`src/rtl/lplpm_pkg.sv`:
```
// lplpm_pkg: constants, states and commands of the low-power state tracker
// assumes: nothing beyond standard SystemVerilog
package lplpm_pkg;

   // ****************************************************************
   // command encodings {cs_n, ras_n, cas_n, we_n}
   // ****************************************************************
   localparam logic [3:0] CMD_NOP = 4'h7;
   localparam logic [3:0] CMD_ACTIVE = 4'h3;
   localparam logic [3:0] CMD_READ = 4'h5;
   localparam logic [3:0] CMD_WRITE = 4'h4;
   localparam logic [3:0] CMD_PRECHARGE = 4'h2;
   localparam logic [3:0] CMD_REFRESH = 4'h1;
   localparam logic [3:0] CMD_MODE = 4'h0;
   localparam logic [3:0] CMD_TERMINATE = 4'h6;
   localparam logic [3:0] CMD_DEEP = 4'h6;

   // ****************************************************************
   // sizes and reset values
   // ****************************************************************
   localparam int NUM_BANKS = 4;
   localparam int BANK_BITS = 2;
   localparam int PASR_BITS = 3;
   localparam int TEMP_BITS = 2;
   localparam int RATE_BITS = 4;
   localparam logic [PASR_BITS-1:0] PASR_RESET = 3'h0;

   // ****************************************************************
   // timing: the link clock is sampled by the 10 MHz core clock
   // ****************************************************************
   localparam int CLK_PERIOD_NS = 100;
   localparam int XSR_NS = 112;
   localparam int XSR_CYCLES = (XSR_NS + CLK_PERIOD_NS - 1) / CLK_PERIOD_NS;
   localparam int XSR_MIN_PULSES = 2;
   localparam int XP_LINK_PULSES = 1;
   localparam int STOP_PULSES = 1;
   // core clocks of unbroken low phase before the link clock counts as parked;
   // must exceed the longest low half of a running link clock
   localparam int STOP_DETECT_CYCLES = 12;
   localparam int REFRESH_SLOTS = 8;

   // ****************************************************************
   // low-power state
   // ****************************************************************
   typedef enum logic [2:0] {
      ST_IDLE, ST_ACTIVE, ST_SELF_REF, ST_PRE_PD, ST_ACT_PD, ST_DEEP, ST_CLK_STOP
   } lplpm_state_e;

endpackage : lplpm_pkg

```
`src/rtl/lplpm_if.sv`:
```
// lplpm_if: run, array portion and temperature from the state tracker to the refresh scheduler, tick and busy back
// assumes: both ends on clk
`timescale 1ns/1ps
interface lplpm_if;
   logic tick;        // one-cycle pulse per refresh slot inside the selected array portion
   logic busy;        // scheduler has an internal refresh in progress
   logic run;         // scheduler enabled (self refresh)
   logic [lplpm_pkg::PASR_BITS-1:0] pasr;
   logic [lplpm_pkg::TEMP_BITS-1:0] temp;
   modport ctrl (output run, output pasr, output temp, input tick, input busy);
   modport sched (input run, input pasr, input temp, output tick, output busy);
endinterface : lplpm_if

```
`src/rtl/lplpm_top.sv`:
```
// lplpm_top: low-power state tracking of a mobile DDR SDRAM
// assumes: clock pair and command pins arrive asynchronously and are
// synchronised here; clk runs at 10 MHz, well above the link clock
`timescale 1ns/1ps

module lplpm_top (
   input wire logic clk,
   input wire logic reset_n,
   input wire logic diff_clock_true,
   input wire logic diff_clock_comp,
   input wire logic clock_enable_pin,
   input wire logic chip_select_n,
   input wire logic row_strobe_n,
   input wire logic column_strobe_n,
   input wire logic write_enable_n,
   input wire logic precharge_all_addr_bit,
   input wire logic [lplpm_pkg::BANK_BITS-1:0] bank_addr,
   input wire logic [lplpm_pkg::PASR_BITS-1:0] pasr_select,
   input wire logic [lplpm_pkg::TEMP_BITS-1:0] temp_sensor,
   output logic [2:0] lp_state,
   output logic input_buffers_on,
   output logic data_valid,
   output logic init_required,
   output logic refresh_pulse,
   output logic exit_busy,
   output logic cmd_violation
);
   localparam int NSYNC = 15;

   typedef struct packed {
      logic [1:0] rst_sync;
      logic [NSYNC-1:0] s1;
      logic [NSYNC-1:0] s2;
      logic lck_prev;
      logic [3:0] stop_cnt;
      lplpm_pkg::lplpm_state_e state;
      logic [lplpm_pkg::NUM_BANKS-1:0] open;
      logic [3:0] wait_cnt;
      logic [1:0] pulse_cnt;
      logic buf_on;
      logic valid;
      logic init_req;
      logic ref_pulse;
      logic busy_out;
      logic viol;
      logic [2:0] st_out;
      logic [lplpm_pkg::PASR_BITS-1:0] pasr;
   } lplpm_top_s;

   lplpm_top_s r;
   lplpm_top_s next_r;
   logic rst_n;
   lplpm_if rif ();

   // sampled pin copies, read only from the second stage
   logic lck;
   logic lckc;
   logic cke;
   logic all_bank;
   logic [3:0] cmd;
   logic [lplpm_pkg::BANK_BITS-1:0] bank_s;
   logic [lplpm_pkg::PASR_BITS-1:0] pasr_s;
   logic [lplpm_pkg::TEMP_BITS-1:0] temp_s;
   logic link_rise;
   logic nop;
   assign rst_n = r.rst_sync[1];
   // address and select levels ride the same two stages as the command
   assign {lck, lckc, cke, cmd, all_bank, bank_s, pasr_s, temp_s} = r.s2;
   assign link_rise = lck && !r.lck_prev && !lckc;
   assign nop = cmd[3] || (cmd == lplpm_pkg::CMD_NOP);

   lplpm_refresh u_refresh (
      .clk(clk),
      .rst_n(rst_n),
      .port(rif.sched)
   );

   assign rif.run = (r.state == lplpm_pkg::ST_SELF_REF);
   assign rif.pasr = r.pasr;
   assign rif.temp = temp_s;

   // ****************************************************************
   // state tracker
   // ****************************************************************
   always_comb begin
      next_r = r;
      next_r.rst_sync = {r.rst_sync[0], 1'b1};
      next_r.s1 = {diff_clock_true, diff_clock_comp, clock_enable_pin, chip_select_n,
         row_strobe_n, column_strobe_n, write_enable_n, precharge_all_addr_bit, bank_addr,
         pasr_select, temp_sensor};
      next_r.s2 = r.s1;
      next_r.lck_prev = lck;
      next_r.stop_cnt = 4'h0;
      next_r.ref_pulse = rif.tick;
      next_r.viol = 1'b0;
      unique case (r.state)
         lplpm_pkg::ST_IDLE, lplpm_pkg::ST_ACTIVE: begin
            if (link_rise) begin
               if (!cke && cmd == lplpm_pkg::CMD_REFRESH && r.open == '0) begin
                  next_r.state = lplpm_pkg::ST_SELF_REF;
                  next_r.pasr = pasr_s;
                  next_r.buf_on = 1'b0;
               end else if (!cke && cmd == lplpm_pkg::CMD_DEEP && r.open == '0) begin
                  next_r.state = lplpm_pkg::ST_DEEP;
                  next_r.valid = 1'b0;
                  next_r.init_req = 1'b1;
                  next_r.open = '0;
                  next_r.buf_on = 1'b0;
               end else if (!cke) begin
                  // bank state picks the flavour of power-down
                  next_r.state = (r.open == '0) ? lplpm_pkg::ST_PRE_PD
                     : lplpm_pkg::ST_ACT_PD;
                  next_r.buf_on = 1'b0;
               end else if (cmd == lplpm_pkg::CMD_ACTIVE) begin
                  next_r.open[bank_s] = 1'b1;
                  next_r.state = lplpm_pkg::ST_ACTIVE;
               end else if (cmd == lplpm_pkg::CMD_PRECHARGE) begin
                  if (all_bank) begin
                     next_r.open = '0;
                  end else begin
                     next_r.open[bank_s] = 1'b0;
                  end
               end else if (cmd == lplpm_pkg::CMD_MODE && r.init_req) begin
                  next_r.init_req = 1'b0; // mode load closes initialization
                  next_r.valid = 1'b1;
               end
               if (cke && !nop && r.busy_out) begin
                  next_r.viol = 1'b1;
               end
               if (r.busy_out && r.pulse_cnt != 2'h0) begin
                  next_r.pulse_cnt = r.pulse_cnt - 2'h1;
               end
            end
            if (r.wait_cnt != 4'h0) begin
               next_r.wait_cnt = r.wait_cnt - 4'h1;
            end
            if (r.wait_cnt <= 4'h1 && (r.pulse_cnt == 2'h0 || (link_rise
               && r.pulse_cnt == 2'h1))) begin
               next_r.busy_out = 1'b0;
            end
            if (next_r.state == lplpm_pkg::ST_IDLE || next_r.state == lplpm_pkg::ST_ACTIVE) begin
               next_r.state = (next_r.open == '0) ? lplpm_pkg::ST_IDLE
                  : lplpm_pkg::ST_ACTIVE;
            end
            // a low phase longer than any running link period means a parked
            // clock; a plain low half must not be taken for a stop
            next_r.stop_cnt = (!lck && lckc && r.stop_cnt != 4'hF) ? r.stop_cnt + 4'h1
               : ((!lck && lckc) ? r.stop_cnt : 4'h0);
            if (cke && r.stop_cnt >= 4'(lplpm_pkg::STOP_DETECT_CYCLES)) begin
               next_r.state = lplpm_pkg::ST_CLK_STOP;
            end
         end
         lplpm_pkg::ST_SELF_REF: begin
            // every input but clock enable and the scheduler busy is ignored here
            if (cke && !rif.busy) begin
               next_r.state = lplpm_pkg::ST_IDLE;
               next_r.busy_out = 1'b1;
               next_r.wait_cnt = 4'(lplpm_pkg::XSR_CYCLES);
               next_r.pulse_cnt = 2'(lplpm_pkg::XSR_MIN_PULSES);
               next_r.buf_on = 1'b1;
            end
         end
         lplpm_pkg::ST_PRE_PD, lplpm_pkg::ST_ACT_PD: begin
            // exit is synchronous: needs a clock edge with a NOP
            if (link_rise && cke && nop) begin
               next_r.state = (r.state == lplpm_pkg::ST_PRE_PD) ? lplpm_pkg::ST_IDLE
                  : lplpm_pkg::ST_ACTIVE;
               next_r.busy_out = 1'b1;
               next_r.pulse_cnt = 2'(lplpm_pkg::XP_LINK_PULSES);
               next_r.buf_on = 1'b1;
            end
         end
         lplpm_pkg::ST_DEEP: begin
            if (link_rise && cke && nop) begin
               next_r.state = lplpm_pkg::ST_IDLE;
               next_r.buf_on = 1'b1;
            end
         end
         lplpm_pkg::ST_CLK_STOP: begin
            // restart: first rising edge must carry a NOP
            if (link_rise) begin
               next_r.state = (r.open == '0) ? lplpm_pkg::ST_IDLE : lplpm_pkg::ST_ACTIVE;
               next_r.busy_out = 1'b1;
               next_r.pulse_cnt = 2'(lplpm_pkg::STOP_PULSES);
               next_r.viol = !nop;
            end
         end
         default: begin
            next_r.state = lplpm_pkg::ST_IDLE;
         end
      endcase
      next_r.st_out = 3'(next_r.state);
   end

   always_ff @(posedge clk or negedge reset_n) begin
      if (!reset_n) begin
         r <= '0;
         r.s1 <= '0;
         r.state <= lplpm_pkg::ST_IDLE;
         r.buf_on <= 1'b1;
         r.init_req <= 1'b1;
         r.pasr <= lplpm_pkg::PASR_RESET;
      end else begin
         r <= next_r;
      end
   end

   assign lp_state = r.st_out;
   assign input_buffers_on = r.buf_on;
   assign data_valid = r.valid;
   assign init_required = r.init_req;
   assign refresh_pulse = r.ref_pulse;
   assign exit_busy = r.busy_out;
   assign cmd_violation = r.viol;

   // ****************************************************************
   // checks
   // ****************************************************************
   sr_entry_a: assert property (@(posedge clk) disable iff (!rst_n)
      (r.state == lplpm_pkg::ST_IDLE && link_rise && !cke && cmd == lplpm_pkg::CMD_REFRESH)
      |=> r.state == lplpm_pkg::ST_SELF_REF) else $error("self refresh not entered");
   sr_hold_a: assert property (@(posedge clk) disable iff (!rst_n)
      (r.state == lplpm_pkg::ST_SELF_REF && !cke) |=> r.state == lplpm_pkg::ST_SELF_REF)
      else $error("self refresh left with clock enable low");
   pd_kind_a: assert property (@(posedge clk) disable iff (!rst_n)
      (r.state == lplpm_pkg::ST_ACTIVE && link_rise && !cke && cmd == lplpm_pkg::CMD_NOP)
      |=> r.state == lplpm_pkg::ST_ACT_PD) else $error("wrong power-down kind");
   pd_buffers_a: assert property (@(posedge clk) disable iff (!rst_n)
      (r.state == lplpm_pkg::ST_PRE_PD || r.state == lplpm_pkg::ST_ACT_PD) |-> !r.buf_on)
      else $error("buffers on in power-down");
   pd_exit_a: assert property (@(posedge clk) disable iff (!rst_n)
      (r.state == lplpm_pkg::ST_PRE_PD && link_rise && cke && nop)
      |=> r.state == lplpm_pkg::ST_IDLE && r.busy_out) else $error("power-down exit missed");
   deep_loss_a: assert property (@(posedge clk) disable iff (!rst_n)
      r.state == lplpm_pkg::ST_DEEP |-> !r.valid && r.init_req)
      else $error("data valid in deep sleep");
   deep_entry_a: assert property (@(posedge clk) disable iff (!rst_n)
      (r.state == lplpm_pkg::ST_IDLE && link_rise && !cke && cmd == lplpm_pkg::CMD_DEEP)
      |=> r.state == lplpm_pkg::ST_DEEP) else $error("deep sleep not entered");
   deep_stay_a: assert property (@(posedge clk) disable iff (!rst_n)
      (r.state == lplpm_pkg::ST_DEEP && !cke) |=> r.state == lplpm_pkg::ST_DEEP)
      else $error("deep sleep left early");

endmodule : lplpm_top

```
`src/rtl/lplpm_refresh.sv`:
```
// lplpm_refresh: internal refresh scheduler for self refresh
// assumes: clk domain, reset already synchronised
`timescale 1ns/1ps
module lplpm_refresh (
   input wire logic clk,
   input wire logic rst_n,
   lplpm_if.sched port
);
   typedef struct packed {
      logic [lplpm_pkg::RATE_BITS-1:0] cnt;
      logic [2:0] slot;
      logic tick;
      logic busy;
   } lplpm_ref_s;

   lplpm_ref_s r;
   lplpm_ref_s next_r;
   logic [lplpm_pkg::RATE_BITS-1:0] period;

   // ****************************************************************
   // rate follows the sensor: hotter means a shorter period
   // ****************************************************************
   always_comb begin
      period = lplpm_pkg::RATE_BITS'(4'hF >> port.temp);
      next_r = r;
      next_r.tick = 1'b0;
      if (!port.run) begin
         next_r.cnt = '0;
         next_r.busy = 1'b0;
      end else if (r.cnt >= period) begin
         next_r.cnt = '0;
         next_r.slot = r.slot + 3'h1;
         // only slots inside the selected array portion are refreshed
         next_r.tick = (r.slot <= (3'h7 >> port.pasr));
         next_r.busy = next_r.tick;
      end else begin
         next_r.cnt = r.cnt + 4'h1;
         next_r.busy = r.busy && (r.cnt < 4'h1);
      end
   end

   always_ff @(posedge clk or negedge rst_n) begin
      if (!rst_n) begin
         r <= '0;
      end else begin
         r <= next_r;
      end
   end

   assign port.tick = r.tick;
   assign port.busy = r.busy;

   refresh_halt_a: assert property (@(posedge clk) disable iff (!rst_n)
      !port.run |=> !port.tick) else $error("refresh tick outside self refresh");

endmodule : lplpm_refresh

```
`config.mk`:
```
export PLATFORM = sky130hd
export DESIGN_NAME = lplpm_top
export DESIGN_NICKNAME = d
export VERILOG_FILES = /design/src/rtl/lplpm_pkg.sv /design/src/rtl/lplpm_if.sv /design/src/rtl/lplpm_top.sv /design/src/rtl/lplpm_refresh.sv
export SDC_FILE = /design/constraint.sdc
export NUM_CORES = 1
export LEC_CHECK = 0
export ABC_CLOCK_PERIOD_IN_PS = 800
export BUFFER_PORTS_ARGS = -buffer_cell sky130_fd_sc_hd__buf_2
export CORE_ASPECT_RATIO = 1.75
export CORE_MARGIN = 2
export CORE_UTILIZATION = 59
export DETAILED_ROUTE_END_ITERATION = 12
export PLACE_DENSITY = 0.8
export REMOVE_ABC_BUFFERS = 1
export SKIP_CTS_REPAIR_TIMING = 1
export SYNTH_ARGS = -nofsm -noshare
export SYNTH_HDL_FRONTEND = slang
export SYNTH_SLANG_ARGS = --single-unit
```
`constraint.sdc`:
```
create_clock -name clk -period 0.8 [get_ports clk]
set_input_delay 0.12 -clock clk [delete_from_list [all_inputs] [get_ports clk]]
set_output_delay 0.12 -clock clk [all_outputs]
set_load 0.02 [all_outputs]
```
==> flow_summary_export.csv <==
group,metric,value,unit
run_status,status,"finished with violations",
run_status,violations,"negative setup slack",
grt,grt_pass1_vias,2679,
sta,rsz0062_at_grt,"true",
grt,grt_start_max_net_pins,29,
clocking,cts_inserted_buffers,9,
job,maxCapViolCount,0,
routing,wl_met2,6.25,mm
power_and_ir_drop,p_leak,2.32,nW
routing,dr.max_layer_used,"met4",
placement,place.port_buffers,25,
layout,nNetsFinal,463,
logic_synthesis,yosysWarnings,0,
power_and_ir_drop,ir_drop,2.12,mV
floorplanning,dieHeight,102,um
routing,dr.pass1.iters,8,
worst_setup_path,setup.worst_path.class,"reg2reg",
floorplanning,io_pins,26,
grt,grt_first_pass_wirelength,11.9,mm
clocking,cts_tree,"done",
logic_synthesis,synth_area,0.00323,sq mm
worst_setup_path,path_cells,"or3b_4 > a21oi_4 > a311oi_4 > buf_4 > buf_6 > a21oi_2 > o22ai_1",
grt,overflow,0,
layout,syn_to_final_growth,54.2,%
routing,ant_nets,0,
worst_setup_path,cp_slowest_stage_delay,460,ps
clocking,cts_sinks,68,
routing,vias_per_cell,6.27,
logic_synthesis,synth_area_leaders,"dfrtp_1 (51%), ha_1 (7.0%), nor2_1 (3.1%), a21oi_1 (2.6%), o21ai_0 (2.2%)",
layout,antenna_cells,0,
logic_synthesis,yosys.area.top_type,"dfrtp_1",
worst_setup_path,reg2reg_slack,-1050,ps
worst_setup_path,r2r_end,"r[17]",
sta,period_minus_slack,1850,ps
placement,place_congestion,0.904,
floorplanning,core_area,0.00530,sq mm
logic_synthesis,synthTopCellsByCount,"dfrtp_1 (66), nor2_1 (27), ha_1 (18)",
sta,setup_ws,-1050,ps
layout,drive_above_1_share,0.480,
grt,grtUsageTotal,0.264,
placement,hpwl,5.23,mm
logic_synthesis,synth_edf_count,0,
sta,clock_skew,15.3,ps
logic_synthesis,ys_seq_area_frac,0.527,
worst_setup_path,start_kind,"flip-flop",
logic_synthesis,syn_inst,295,
logic_synthesis,synth_top_area_frac,0.511,
routing,wire_per_inst,23.3,um
worst_setup_path,crit_buf_inv,2,
power_and_ir_drop,power_density,2820,mW/mm^2
worst_setup_path,reg2regPathDepth,7,
worst_setup_path,crit_fanout,4,
sta,fin_crit_sh,2.32,
clocking,htree_levels,3,
clocking,clk-insertion-delay-late,370,ps
logic_synthesis,async_flop_share,1.00,
routing,via_count,3177,
worst_setup_path,r2r-start,"lp_state[2]",
logic_synthesis,synth.avg_cell_area,11.0,sq um
sta,maxSlewViolCount,0,
worst_setup_path,worst_path_dominant_cell_family,"compound AO/OA/AOI/OAI gates",
grt,antenna_found_initial,0,
clocking,cts_root_buf,"clkbuf_8",
placement,place_area,0.00399,sq mm
layout,nFillCells,142,
logic_synthesis,yosysUniqueCellTypes,63,
floorplanning,start_util,0.610,
sta,setup_viol,43,
power_and_ir_drop,power,0.0141,W
floorplanning,rows,35,
sta,clock.fmax,0.539,GHz
floorplanning,die_area,0.00611,sq mm
routing,drc,0,
floorplanning,fp.dieW,60.0,um
logic_synthesis,synth_ff_type,"dfrtp_1",
placement,pre_cts_ws,-980,ps
routing,wl_met1,3.88,mm
routing,drt-initial-drc-count,403,
routing,wl_met3,746,um
clocking,clock_path_buffers,2,
worst_setup_path,cp-end-kind,"flip-flop",
worst_hold_path,hp-class,"in2async",
worst_setup_path,worstPathRequired,1050,ps
logic_synthesis,yosysMostFrequentCell,"dfrtp_1",
logic_synthesis,synth-seq-cells,68,
layout,final_area,0.00499,sq mm
clocking,path_clk_slew,90,ps
layout,fin_util,0.941,
sta,hold_viol,0,
routing,drt-total-wl,11.8,mm
worst_setup_path,crit_arrival,2110,ps
worst_setup_path,slowest_stage,"or3b_4",
## layout by cell type, fill, tap and decap left out, types with 6 or more instances in the layout
cell type	Yosys	final
buf_4	3	76
dfrtp_1	66	65
buf_6	1	23
nor2_1	27	19
dlygate4sd3_1	0	16
buf_2	7	16
inv_1	14	12
a21oi_1	17	12
ha_1	18	12
nand2_1	14	11
o21ai_0	14	9
clkbuf_8	0	9
nor3_1	10	7
nand3_1	9	6
## flip-flops by register name, indices dropped and copies added (netlist names), 2 cells and up
register and flops:
cmd 4, lp_state 3, bank_s 2, u_refresh.r 7
pasr_s 3, next_r 16, r 18, rif.pasr 3
## through the flow
step | hold WS [ps] | TNS (ps) | std cells
final | 173 | -34450 | 507
after global routing | 169 | -35970 | 507
after CTS | -403 | -33820 | 475
after detailed placement | -9.76 | -29980 | 459
after global placement | -13.2 | -28600 | 459
after floorplan | -176 | -33030 | 281
## logic make-up (layout without fill, tap and decap cells)
group / count (synthesis) / in the layout / synth area share
compound gates: 68 / 68 / 0.140
xor+xnor: 5 / 5 / 0.0135
fa+ha+maj: 18 / 18 / 0.0696
simple gates: 96 / 96 / 0.167
flops: 68 / 68 / 0.527
buf+inv: 28 / 166 / 0.0414
other cells: 1 / 1 / 0.00116
mux: 11 / 11 / 0.0402
## final cells by class
cell class,count,area (sq um),share of cell area
clock buffers,9,124,0.0248
clock inverters,7,98.8,0.0198
inverters,14,55.1,0.0110
multi-input cells,199,1750,0.351
flip-flops and latches,68,1710,0.342
well taps,74,92.6,0.0186
repair buffers,136,1160,0.233
## per-layer routing
layer	GRT usage	vias up
met3	0.0582	99
met5	0	-
li1	-	1313
met1	0.273	1541
met4	0.145	0
met2	0.475	224
## report_power, final
| part | switching, W | internal (W) |
|---|---|---|
| combinational | 0.00321 | 0.00332 |
| sequential | 0.000394 | 0.00391 |
| clock | 0.00146 | 0.00177 |
## worst max-delay path by stage
| stage | to | from | cells after the start |
|---|---|---|---|
| after global placement | rif.pasr[0] | r[20] | 4 |
| final | r[17] | lp_state[2] | 7 |
| after global routing | lp_state[0] | lckc | 7 |
| after detailed placement | rif.pasr[2] | r[20] | 4 |
| after floorplan | rif.pasr[0] | lp_state[2] | 6 |
| after CTS | input_buffers_on | r[29] | 4 |
Power figures use the tool's default switching activity.
